$ cat config.mk
export PLATFORM = sky130hd
export DESIGN_NAME = dvitx_core
export DESIGN_NICKNAME = d
export VERILOG_FILES = /design/src/hdl/dvitx_pkg.sv /design/src/hdl/dvitx_core.sv
export SDC_FILE = /design/constraint.sdc
export NUM_CORES = 1
export LEC_CHECK = 0
export BUFFER_PORTS_ARGS = -buffer_cell sky130_fd_sc_hd__buf_2
export CORE_MARGIN = 2
export CORE_UTILIZATION = 35
export CTS_CLUSTER_SIZE = 16
export DETAILED_ROUTE_END_ITERATION = 7
export PLACE_DENSITY = 0.52
export SLEW_MARGIN = 30
export SYNTH_ARGS = -nofsm -noshare
export SYNTH_HDL_FRONTEND = slang
export SYNTH_HIERARCHICAL = 1
export SYNTH_SLANG_ARGS = --single-unit
$ cat constraint.sdc
create_clock -name i_sys_clk -period 6.2 [get_ports i_sys_clk]
set_input_delay 1.24 -clock i_sys_clk [delete_from_list [all_inputs] [get_ports i_sys_clk]]
set_output_delay 1.24 -clock i_sys_clk [all_outputs]
set_load 0.02 [all_outputs]
$ cat src/hdl/dvitx_pkg.sv
// Package for the DVI transmitter pin-configured core: constants and carrier types.
// Assumes one system clock domain; all link pins are sampled by that clock.
package dvitx_pkg;
  // ****************************************
  // Widths and encodings
  // ****************************************
  localparam int          DVITX_PIX_W       = 24;
  localparam int          DVITX_CH_W        = 10;
  localparam int          DVITX_DESKEW_W    = 3;
  localparam int          DVITX_FIFO_DEPTH  = 4;
  localparam logic [2:0]  DVITX_DESKEW_RST  = 3'h0;
  localparam logic [9:0]  DVITX_CTL_00      = 10'h354;
  localparam logic [9:0]  DVITX_CTL_01      = 10'h0AB;
  localparam logic [9:0]  DVITX_CTL_10      = 10'h154;
  localparam logic [9:0]  DVITX_CTL_11      = 10'h2AB;
  localparam logic [9:0]  DVITX_CH_RST      = 10'h000;

  // One captured pixel clock slot: pixel word, enable and syncs.
  typedef struct packed {
    logic [23:0] pixel;
    logic        active;
    logic        hsync;
    logic        vsync;
  } dvitx_slot_t;

  // Encoded characters for the three channels.
  typedef struct packed {
    logic [9:0] red;
    logic [9:0] green;
    logic [9:0] blue;
  } dvitx_chars_t;

  typedef enum logic [1:0] {
    DVITX_OFF  = 2'b00,
    DVITX_RUN  = 2'b01
  } dvitx_state_t;
endpackage : dvitx_pkg

$ cat src/hdl/dvitx_core.sv
// DVI transmitter core: samples the parallel pixel bus, buffers slots and encodes three channels.
// Assumes pins arrive asynchronous to i_sys_clk and the pixel clock is well below half its rate.
`timescale 1ns/100ps

// ****************************************
// Slot buffer
// ****************************************
// Small FIFO between capture and encoder.
module dvitx_fifo #(
  parameter int WIDTH = 27,
  parameter int DEPTH = 4
) (
  input  wire logic             i_sys_clk,
  input  wire logic             i_arst_n,
  input  wire logic [WIDTH-1:0] i_data,
  input  wire logic             i_valid,
  output logic                  o_ready,
  output logic      [WIDTH-1:0] o_data,
  output logic                  o_valid,
  input  wire logic             i_ready
);
  localparam int AW = $clog2(DEPTH);
  // Elaboration check: the pointer arithmetic needs a power-of-two depth.
  if (DEPTH < 2 || (1 << AW) != DEPTH) begin : g_depth_check
    $error("DEPTH must be a power of two of at least 2");
  end
  logic [WIDTH-1:0] mem_reg [DEPTH];
  logic [AW:0]      wr_reg;
  logic [AW:0]      wr_next;
  logic [AW:0]      rd_reg;
  logic [AW:0]      rd_next;
  logic             push;
  logic             pop;

  // Full and empty come straight from the pointer pair.
  assign o_ready = (wr_reg - rd_reg) != (AW+1)'(DEPTH);
  assign o_valid = wr_reg != rd_reg;
  assign o_data  = mem_reg[rd_reg[AW-1:0]];
  assign push    = i_valid && o_ready;
  assign pop     = o_valid && i_ready;

  // Pointer next values.
  always_comb begin
    wr_next = push ? wr_reg + 1'b1 : wr_reg;
    rd_next = pop ? rd_reg + 1'b1 : rd_reg;
  end

  // Pointer registers.
  always_ff @(posedge i_sys_clk or negedge i_arst_n) begin
    if (!i_arst_n) begin
      wr_reg <= '0;
      rd_reg <= '0;
    end else begin
      wr_reg <= wr_next;
      rd_reg <= rd_next;
    end
  end

  // Storage writes.
  always_ff @(posedge i_sys_clk) begin
    if (push) begin
      mem_reg[wr_reg[AW-1:0]] <= i_data;
    end
  end
endmodule : dvitx_fifo

// ****************************************
// Transmitter top
// ****************************************
//Contract
// Low interface select means pin-only configuration
// High width select gives 24-bit single edge
// Low clock style accepts single-ended clock
// High edge select latches on rising edge
// Deskew enable applies the deskew setting
// Undriven deskew setting reads as zero
// Power-down low stops, high runs normally
// Host drives power control through buffer
// Power-down held low until host drives
// Monitor sense low when receiver present
// Channel zero carries blue, syncs in blanking
// Channel one carries green pixels
// Channel two carries red pixels
// Separate link clock drives the monitor
// Host reads monitor description over DDC
// Video only, no audio or encryption
// Enable high encodes pixel, low encodes syncs
// Host keeps bus stable around rising edge
module dvitx_core
  import dvitx_pkg::*;
#(
  parameter int FIFO_DEPTH = dvitx_pkg::DVITX_FIFO_DEPTH
) (
  input  wire logic                 i_sys_clk,
  input  wire logic                 i_arst_n,
  input  wire logic                 i_serial_config_select,
  input  wire logic                 i_bus_width_select,
  input  wire logic                 i_clock_style_select,
  input  wire logic                 i_edge_select,
  input  wire logic                 i_deskew_enable,
  input  wire logic [2:0]           i_deskew_setting,
  input  wire logic                 i_deskew_setting_driven,
  input  wire logic                 i_power_down_n,
  input  wire logic                 i_power_down_n_driven,
  input  wire logic                 i_receiver_present,
  input  wire logic                 i_pixel_clock_in,
  input  wire logic [23:0]          i_pixel_data,
  input  wire logic                 i_active_video_enable,
  input  wire logic                 i_hsync,
  input  wire logic                 i_vsync,
  output logic                      o_monitor_sense_n,
  output dvitx_pkg::dvitx_chars_t   o_chars,
  output logic                      o_chars_valid,
  output logic                      o_link_clock_pair,
  output logic                      o_config_ok,
  output logic                      o_overflow,
  output logic [2:0]                o_deskew_applied
);
  import dvitx_pkg::*;
  localparam int SLOT_W = $bits(dvitx_slot_t);
  localparam int SYNC_W = 40;

  // Two-stage synchronisers on every pin; stage one is read only by stage two.
  logic [SYNC_W-1:0] s1_reg;
  logic [SYNC_W-1:0] s2_reg;
  logic [SYNC_W-1:0] pins;
  assign pins = {i_pixel_clock_in, i_pixel_data, i_active_video_enable, i_hsync, i_vsync,
                 i_power_down_n, i_power_down_n_driven, i_receiver_present, i_serial_config_select,
                 i_bus_width_select, i_clock_style_select, i_edge_select, i_deskew_enable,
                 i_deskew_setting, i_deskew_setting_driven};
  always_ff @(posedge i_sys_clk or negedge i_arst_n) begin
    if (!i_arst_n) begin
      s1_reg <= '0;
      s2_reg <= '0;
    end else begin
      s1_reg <= pins;
      s2_reg <= s1_reg;
    end
  end

  logic        clk_s;
  dvitx_slot_t slot_s;
  logic        pd_s;
  logic        rx_s;
  logic        serial_config_select_s;
  logic        bus_width_select_s;
  logic        pdn_s, pdd_s, cs_s, edge_s, deskew_enable_s, dkd_s;
  logic [2:0]  dk_s;
  assign {clk_s, slot_s, pdn_s, pdd_s, rx_s, serial_config_select_s, bus_width_select_s, cs_s, edge_s, deskew_enable_s, dk_s, dkd_s} = s2_reg;
  // An undriven power control reads as power down, whatever level the host shows.
  assign pd_s = pdd_s && pdn_s;

  // Static configuration: pin mode, 24-bit, single-ended clock, all checked together.
  logic cfg_ok;
  assign cfg_ok = !serial_config_select_s && bus_width_select_s && !cs_s;

  // Deskew setting defaults to zero when undriven and applies only when enabled.
  logic [2:0] dk_eff;
  assign dk_eff = (deskew_enable_s && dkd_s) ? dk_s : DVITX_DESKEW_RST;

  // Edge detection and capture; deskew delays the capture by its count of system cycles.
  logic       clk_d_reg;
  logic [2:0] dly_reg;
  logic [2:0] dly_next;
  logic       arm_reg;
  logic       arm_next;
  logic       cap;
  logic       edge_hit;
  logic       run;
  assign run      = pd_s && cfg_ok;
  assign edge_hit = edge_s ? (clk_s && !clk_d_reg) : (!clk_s && clk_d_reg);
  always_comb begin
    dly_next = dly_reg;
    arm_next = arm_reg;
    cap      = 1'b0;
    if (!run) begin
      arm_next = 1'b0;
    end else if (edge_hit) begin
      if (dk_eff == DVITX_DESKEW_RST) begin
        cap = 1'b1;
      end else begin
        arm_next = 1'b1;
        dly_next = dk_eff;
      end
    end else if (arm_reg) begin
      dly_next = dly_reg - 1'b1;
      if (dly_reg == 3'h1) begin
        arm_next = 1'b0;
        cap      = 1'b1;
      end
    end
  end
  always_ff @(posedge i_sys_clk or negedge i_arst_n) begin
    if (!i_arst_n) begin
      clk_d_reg <= 1'b0;
      dly_reg   <= 3'h0;
      arm_reg   <= 1'b0;
    end else begin
      clk_d_reg <= clk_s;
      dly_reg   <= dly_next;
      arm_reg   <= arm_next;
    end
  end

  // Slot buffer between capture and encoder; a slot refused while full is flagged.
  logic             f_ready;
  logic             f_valid;
  logic [SLOT_W-1:0] f_data;
  logic             enc_ready;
  dvitx_fifo #(.WIDTH(SLOT_W), .DEPTH(FIFO_DEPTH)) u_fifo (
    .i_sys_clk (i_sys_clk),
    .i_arst_n  (i_arst_n),
    .i_data    (slot_s),
    .i_valid   (cap),
    .o_ready   (f_ready),
    .o_data    (f_data),
    .o_valid   (f_valid),
    .i_ready   (enc_ready)
  );

  // Control character for blanking intervals.
  function automatic logic [9:0] ctl_char(input logic c1, input logic c0);
    unique case ({c1, c0})
      2'b00: ctl_char = DVITX_CTL_00;
      2'b01: ctl_char = DVITX_CTL_01;
      2'b10: ctl_char = DVITX_CTL_10;
      2'b11: ctl_char = DVITX_CTL_11;
    endcase
  endfunction

  // Transition-minimising data character, without running disparity.
  function automatic logic [9:0] data_char(input logic [7:0] d);
    logic [8:0] q;
    logic       use_xnor;
    q        = '0;
    use_xnor = ($countones(d) > 4) || ($countones(d) == 4 && !d[0]);
    q[0]     = d[0];
    for (int i = 1; i < 8; i++) begin
      q[i] = use_xnor ? ~(q[i-1] ^ d[i]) : (q[i-1] ^ d[i]);
    end
    q[8]      = !use_xnor;
    data_char = {1'b0, q};
  endfunction

  // Encoder: video only, pixels in active video, syncs on channel zero in blanking.
  dvitx_slot_t  slot_q;
  dvitx_chars_t chars_next;
  dvitx_chars_t chars_reg;
  logic         cv_next;
  logic         cv_reg;
  logic         lclk_next;
  logic         lclk_reg;
  logic         ovf_next;
  logic         ovf_reg;
  assign slot_q    = f_data;
  assign enc_ready = 1'b1;
  always_comb begin
    chars_next = chars_reg;
    cv_next    = 1'b0;
    lclk_next  = lclk_reg;
    ovf_next   = ovf_reg || (cap && !f_ready);
    if (!run) begin
      chars_next = {DVITX_CH_RST, DVITX_CH_RST, DVITX_CH_RST};
      lclk_next  = 1'b0;
    end else if (f_valid) begin
      cv_next   = 1'b1;
      lclk_next = !lclk_reg;
      if (slot_q.active) begin
        chars_next.blue  = data_char(slot_q.pixel[7:0]);
        chars_next.green = data_char(slot_q.pixel[15:8]);
        chars_next.red   = data_char(slot_q.pixel[23:16]);
      end else begin
        chars_next.blue  = ctl_char(slot_q.vsync, slot_q.hsync);
        chars_next.green = DVITX_CTL_00;
        chars_next.red   = DVITX_CTL_00;
      end
    end
  end
  always_ff @(posedge i_sys_clk or negedge i_arst_n) begin
    if (!i_arst_n) begin
      chars_reg <= '0;
      cv_reg    <= 1'b0;
      lclk_reg  <= 1'b0;
      ovf_reg   <= 1'b0;
    end else begin
      chars_reg <= chars_next;
      cv_reg    <= cv_next;
      lclk_reg  <= lclk_next;
      ovf_reg   <= ovf_next;
    end
  end

  // Monitor sense is inverted receiver presence, registered.
  logic monitor_sense_n_reg;
  always_ff @(posedge i_sys_clk or negedge i_arst_n) begin
    if (!i_arst_n) begin
      monitor_sense_n_reg <= 1'b1;
    end else begin
      monitor_sense_n_reg <= !rx_s;
    end
  end

  // Output assignments.
  assign o_monitor_sense_n = monitor_sense_n_reg;
  assign o_chars           = chars_reg;
  assign o_chars_valid     = cv_reg;
  assign o_link_clock_pair = lclk_reg;
  assign o_config_ok       = cfg_ok;
  assign o_overflow        = ovf_reg;
  assign o_deskew_applied  = dk_eff;

  // ****************************************
  // Checks
  // ****************************************
  powered_off_a: assert property (@(posedge i_sys_clk) disable iff (!i_arst_n)
    !pd_s |=> !o_chars_valid) else $error("characters emitted while powered down");
  held_off_a: assert property (@(posedge i_sys_clk) disable iff (!i_arst_n)
    !i_power_down_n_driven [*3] |-> !pd_s) else $error("undriven power control not held off");
  sense_level_a: assert property (@(posedge i_sys_clk) disable iff (!i_arst_n)
    rx_s |=> !o_monitor_sense_n) else $error("sense not low with receiver");
  blank_sync_a: assert property (@(posedge i_sys_clk) disable iff (!i_arst_n)
    run && f_valid && !slot_q.active |=> o_chars.blue == ctl_char($past(slot_q.vsync), $past(slot_q.hsync)))
    else $error("blanking syncs not on channel zero");
  pixel_green_a: assert property (@(posedge i_sys_clk) disable iff (!i_arst_n)
    run && f_valid && slot_q.active |=> o_chars.green == data_char($past(slot_q.pixel[15:8])))
    else $error("green channel wrong");
  pixel_red_a: assert property (@(posedge i_sys_clk) disable iff (!i_arst_n)
    run && f_valid && slot_q.active |=> o_chars.red == data_char($past(slot_q.pixel[23:16])))
    else $error("red channel wrong");
  link_toggle_a: assert property (@(posedge i_sys_clk) disable iff (!i_arst_n)
    o_chars_valid |-> o_link_clock_pair != $past(o_link_clock_pair)) else $error("link clock idle");
  cfg_gate_a: assert property (@(posedge i_sys_clk) disable iff (!i_arst_n)
    (serial_config_select_s || !bus_width_select_s || cs_s) |-> !cap) else $error("capture with bad config");
  rise_cap_a: assert property (@(posedge i_sys_clk) disable iff (!i_arst_n)
    run && edge_s && dk_eff == 3'h0 && $rose(clk_s) |-> cap) else $error("rising edge missed");
  deskew_wait_a: assert property (@(posedge i_sys_clk) disable iff (!i_arst_n)
    run && edge_hit && dk_eff == 3'h2 && !arm_reg |-> !cap ##1 (!cap || !run) ##1 (cap || !run))
    else $error("deskew delay wrong");
endmodule : dvitx_core

==> results of run 1 <==
critical path, stage by stage (launching register included):
cell and delay, ns:
dfrtp_2 0.78, mux4_2 0.64, inv_1 0.11, fa_1 0.42, fa_1 0.46, fa_1 0.49, inv_1 0.04, ha_1 0.20
fa_1 0.43, nor3b_1 0.27, o22ai_2 0.20, xnor3_1 0.37, nor2_1 0.11, o21ai_1 0.07
through the flow:
stage                     utilization  instances  cell area [µm²]  hold slack, ns  total power [mW]
after floorplan                     -        520             9020           0.331              4.14
after global placement          0.389        922             9830           0.333              4.57
after detailed placement        0.389        922             9830           0.335              4.67
after CTS                       0.427        970            10800           0.347              6.36
after global routing            0.427        970            10800           0.349              6.78
final                           0.427        970            10800           0.345              6.27
worst max path at each step:
stage | endpoint | cells after the start
2_1_floorplan | o_chars[11] | 15
3_3_place_gp | o_chars[7] | 13
3_5_place_dp | o_chars[21] | 13
4_1_cts | o_chars[7] | 13
5_1_grt | o_chars[7] | 13
6_report | o_chars[7] | 13
logic make-up (layout without fill, tap and decap cells):
family,after synthesis,after routing,synth area share
flip-flops,232,232,0.704
other,1,2,0.000416
AND/OR/NAND/NOR,57,57,0.0320
adder cells (fa/ha/maj),37,37,0.0613
multiplexers,32,32,0.0738
XOR/XNOR,40,40,0.0535
buffers and inverters,58,178,0.0258
AO/OA/AOI/OAI,62,62,0.0495
per-layer routing:
metal  track usage  part of all wire  vias to the layer above
met2         0.198              0.47                       97
met4        0.0336             0.021                        0
met1         0.175              0.46                     2278
met5             0                 0                        -
met3        0.0251             0.046                       25
li1              -                 -                     2071
area by class of cell:
cell class                      count  area (µm²)
Clock buffer                       36         781
Fill cell                        2282       14500
Sequential cell                   232        6350
Timing Repair Buffer               85         450
Multi-Input combinational cell    230        2450
Clock inverter                     12         173
Inverter                           45         169
Tap cell                          330         413
power groups by stage:
| stage | registers, mW | logic (mW) | clock network (mW) |
|---|---|---|---|
| floorplan | 1.75 | 2.39 | 0 |
| global placement | 1.79 | 2.77 | 0 |
| detailed placement | 1.80 | 2.87 | 0 |
| CTS | 1.77 | 2.89 | 1.70 |
| global route | 1.78 | 3.23 | 1.77 |
| finish | 1.76 | 2.86 | 1.65 |
cells in the mapped netlist (8+ instances only):
| library cell | n |
|---|---|
| inv_1 | 44 |
| fa_1 | 12 |
| a21oi_1 | 17 |
| edfxtp_1 | 108 |
| dfrtp_1 | 123 |
| ha_1 | 25 |
| mux4_2 | 27 |
| nor2_1 | 20 |
| a22o_1 | 10 |
| xor2_1 | 8 |
| xnor2_1 | 21 |
| nand2_1 | 10 |
==> out/results.tsv, run 1 <==
metric	value	unit
outcome	completed	
grt_max_degree	71	
gp_congestion	0.744	
synth-edff-count	108	
drc	0	
clock_skew	0.00806	ns
p_int	4.15	mW
clkPwrFrac	0.263	
p_comb_frac	0.456	
setup_slack	1.48	ns
most-common-layout-cells	122 x dfrtp_1, 108 x edfxtp_1, 78 x buf_2	
r2r_cells	13	
final_common_cell	dfrtp_1	
p_seq_frac	0.282	
tns	0	ns
cts_tree	yes	
initial_core_util	0.357	
switchingPower	2.12	mW
diodes	0	
clock_latency	0.52	ns
synthesis.area	9020	µm²
ir_drop	0.300	mV
endpoint_kind	register	
avgViaCountPerCell	4.61	
grt_setup_unrepaired	false	
ys_warn_count	6	
track_usage	0.124	
die_h	165	µm
dpl.hpwl	10700	µm
min-delay-start	s1_reg[35]	
cts_hold_buf	0	
yosysTopAreaCell	edfxtp_1	
swShare	0.338	
slew_headroom	0.415	
io_pins	80	
synth_seq_area_share	0.704	
cts.sinks	232	
criticalPathCategory	reg -> reg	
synth-main-ff-cell	dfrtp_1	
synthDistinctLibCells	52	
fp.dieArea	27100	µm²
dp_slack	1.44	ns
period_needed	4.72	ns
hold_path_class	reg -> reg	
clkTransAtPathRegs	0.06	ns
overflow	0	
worst_ep_required_time	6.58	ns
synthTopCellsByArea	edfxtp_1 36%, dfrtp_1 34%, mux4_2 6.7%, ha_1 3.5%, fa_1 2.7%	
ys_seq_elements	232	
slew_viol_final	0	
hold_viol	0	
largest_register_ff_count	108	
die_w	165	µm
yosys.area.top_type_share	0.360	
maxCapViolations	0	
finalCritPeriodShare	0.761	
wl_per_cell	16.7	µm
avgSynthCellArea	17.4	µm²
rrSetupSlack	1.48	ns
core	25300	µm²
finalSetupViolations	0	
grt_pass1_vias	4763	
routed_wl	16200	µm
cp_max_fo	18	
grt_first_pass_wirelength	25800	µm
startpoint	u_fifo/rd_reg[0]	
holdPathStages	0	
area_delta_synth_final	19.5	%
cts_buffers	26	
antenna_found_initial	0	
p_leak	4.58	nW
detail-route-antenna-nets	0	
p_per_area	581	nW/µm²
drt-initial-drc-count	247	
critPathArrivalTime	5.10	ns
clockBufferDepth	3	
postCtsSetupBuffers	0	
synthCells	519	
dr.pass1.iters	4	
r2r-end	o_chars[7]	
portBuffers	79	
clock.fmax	212	MHz
drive_gt1_frac	0.280	
htree_levels	1	
start_kind	register	
r2r_start	u_fifo/rd_reg[0]	
worstMarginPinSlew	0.878	ns
nNetsFinal	699	
vias	4471	
holdPathEnd	s2_reg[35]	
cts-root-buf	clkbuf_16	
row_count	58	
async_flop_share	0.534	
cts_resized	0	
Power figures use the tool's default switching activity.
==> run 2: changes to the inputs <==
Clock period 6.2 ns to 4.6 ns, I/O delays scaled along.
==> run 2 against run 1 <==
  * Maximum frequency rose by 7.1%
  * Routed wire length barely moved
  * Die area is the same
  * First-iteration DRC count increased by 2.8%
  * Combinational power grew 39%
  * Cell count increased by 0.93%
  * Clock power rose by 18%
  * Via count grew 0.54%
  * Worst hold slack got worse by 0.0042 ns
  * Flip-flop and latch count stayed put
  * Critical path depth rose by 1
  * Register-to-register slack lost 1.3 ns
==> out/results.tsv, run 2 (synthesis results as in run 1) <==
metric	value	unit	change
outcome	completed		
row_count	58		unchanged
antenna_found_initial	0		unchanged
clock_latency	0.52	ns	about the same
area_delta_synth_final	18.9	%	
cts.sinks	232		unchanged
slowest_stage	mux4_2		
cts_buffers	26		unchanged
p_seq_frac	0.280		-0.002
setup_slack	0.193	ns	-1.29 ns
grt_first_pass_wirelength	26100	µm	+1.3%
max_stage_delay	0.54	ns	-0.24 ns
cp_max_fo	6		-12
tns	0	ns	unchanged
swShare	0.344		+0.00623
die_w	165	µm	unchanged
overflow	0		unchanged
p_int	5.40	mW	+30%
period_needed	4.41	ns	-0.311 ns
portBuffers	79		unchanged
hold_path_class	reg -> reg		
finalSetupViolations	0		unchanged
worst_ep_required_time	5.01	ns	-1.57 ns
fillers	2278		-0.18%
cts_hold_buf	0		unchanged
slew_viol_final	0		unchanged
final_common_cell	dfrtp_1		
grt_max_degree	102		+44%
vias	4495		+0.54%
clock_skew	0.0168	ns	+0.00876 ns
hold_viol	0		unchanged
grt_pass1_vias	4865		+2.1%
initial_core_util	0.357		unchanged
drt-initial-drc-count	254		+2.8%
gp_congestion	0.711		-4.4%
p_comb_frac	0.484		+0.028
die_h	165	µm	unchanged
nNetsFinal	708		+1.3%
ir_drop	0.423	mV	+41%
design_area	10700	µm²	-0.53%
clkTransAtPathRegs	0.06	ns	about the same
clock.fmax	227	MHz	+7.1%
worstMarginPinSlew	0.822	ns	-0.0559 ns
cts-root-buf	clkbuf_16		
criticalPathCategory	reg -> reg		
diodes	0		unchanged
rrSetupSlack	0.19	ns	-1.29 ns
grt_setup_unrepaired	false		
dr.pass1.iters	4		unchanged
place_inst	927		+0.54%
critPathArrivalTime	4.81	ns	-0.29 ns
path_buf_inv	3		+1
whs	0.341	ns	-0.00417 ns
track_usage	0.125		+0.000280
worstPathCellList	clkbuf_4, mux4_2, inv_1, fa_1, fa_1, fa_1, inv_1, ha_1, fa_1, nor3b_1, o21ai_0, a21o_4, xor2_1, a22o_1		
crit_path_frequent_cell	fa_1		
start_kind	register		
critical-path-top-delay-family	adder cells		
fp.dieArea	27100	µm²	unchanged
switchingPower	2.83	mW	+34%
clockBufferDepth	3		unchanged
largest_register_ff_count	108		unchanged
dpl.hpwl	10700	µm	-0.25%
p_leak	4.56	nW	-0.29%
io_pins	80		unchanged
fin_util	0.425		-0.00228
most-common-layout-cells	122 x dfrtp_1, 108 x edfxtp_1, 78 x buf_2		
cts_tree	yes		
finalCritPeriodShare	0.958		+0.197
endpoint_kind	register		
detail-route-antenna-nets	0		unchanged
clkPwrFrac	0.237		-0.026
dpl_cell_area	9860	µm²	+0.37%
routed_wl	16200	µm	about the same
htree_levels	1		unchanged
finalNonFillerCells	979		+0.93%
dp_slack	0.0554	ns	-1.38 ns
core	25300	µm²	unchanged
avgViaCountPerCell	4.59		-0.39%
p_per_area	767	nW/µm²	+32%
wl_per_cell	16.6	µm	-0.96%
maxCapViolations	0		unchanged
power	8.23	mW	+31%
drc	0		unchanged
slew_headroom	0.452		+0.0372
drive_gt1_frac	0.280		+0.000744
## run 2: cell count changes in the layout (fill, tap and decap cells not counted), moves of 2 or more
cell / before / now
buf_4: 5 / 14
clkbuf_1: 3 / 9
bufinv_16: 4 / 0
buf_6: 2 / 0
clkbuf_8: 5 / 7
clkinv_2: 1 / 3
## run 2: final timing paths
path,startpoint,to,cells after the start
worst max-delay path,u_fifo/rd_reg[0],o_chars[21],14
worst min-delay path,s1_reg[39],s2_reg[39],0
worst max register to register,u_fifo/rd_reg[0],o_chars[21],14
worst min register to register,s1_reg[39],s2_reg[39],0
max in group asynchronous,i_arst_n,s1_reg[17],2
min in group asynchronous,i_arst_n,s1_reg[9],1
## run 2: power by group through the flow
stage	Clock [mW]	Sequential, mW	Combinational [mW]
after floorplan	0	2.35	3.22
after CTS	2.02	2.33	3.98
final	1.95	2.30	3.98
after global routing	2.10	2.31	4.42
after detailed placement	0	2.37	3.94
after global placement	0	2.37	3.82
## run 2: layer usage
layer,track usage,routed length (µm),vias up
met2,0.199,7540,89
met5,0,0,-
met3,0.0231,657,30
li1,-,-,2082
met1,0.174,7590,2294
met4,0.0387,438,0
## run 2: layout make-up
type,instances,area (µm²),share of cell area
Clock buffer,42,792,0.0738
Sequential cell,232,6350,0.592
Multi-Input combinational cell,230,2450,0.228
Clock inverter,6,36.3,0.00338
Inverter,45,169,0.0157
Tap cell,330,413,0.0385
Timing Repair Buffer,94,517,0.0482
## run 2: timing repair
action | 4_1_cts | 5_1_grt
setup endpoints to repair | 0 | 12
endpoints found under the hold margin | 0 | 0
setup buffers | 0 | 4
resized for setup | 0 | 1
## run 2: worst register-to-register path, stage by stage, from the launching register on
cell and delay, ns:
dfrtp_4 0.41, clkbuf_4 0.20, mux4_2 0.55, inv_1 0.09, fa_1 0.43, fa_1 0.46
fa_1 0.49, inv_1 0.05, ha_1 0.20, fa_1 0.44, nor3b_1 0.25, o21ai_0 0.14
a21o_4 0.26, xor2_1 0.14, a22o_1 0.19
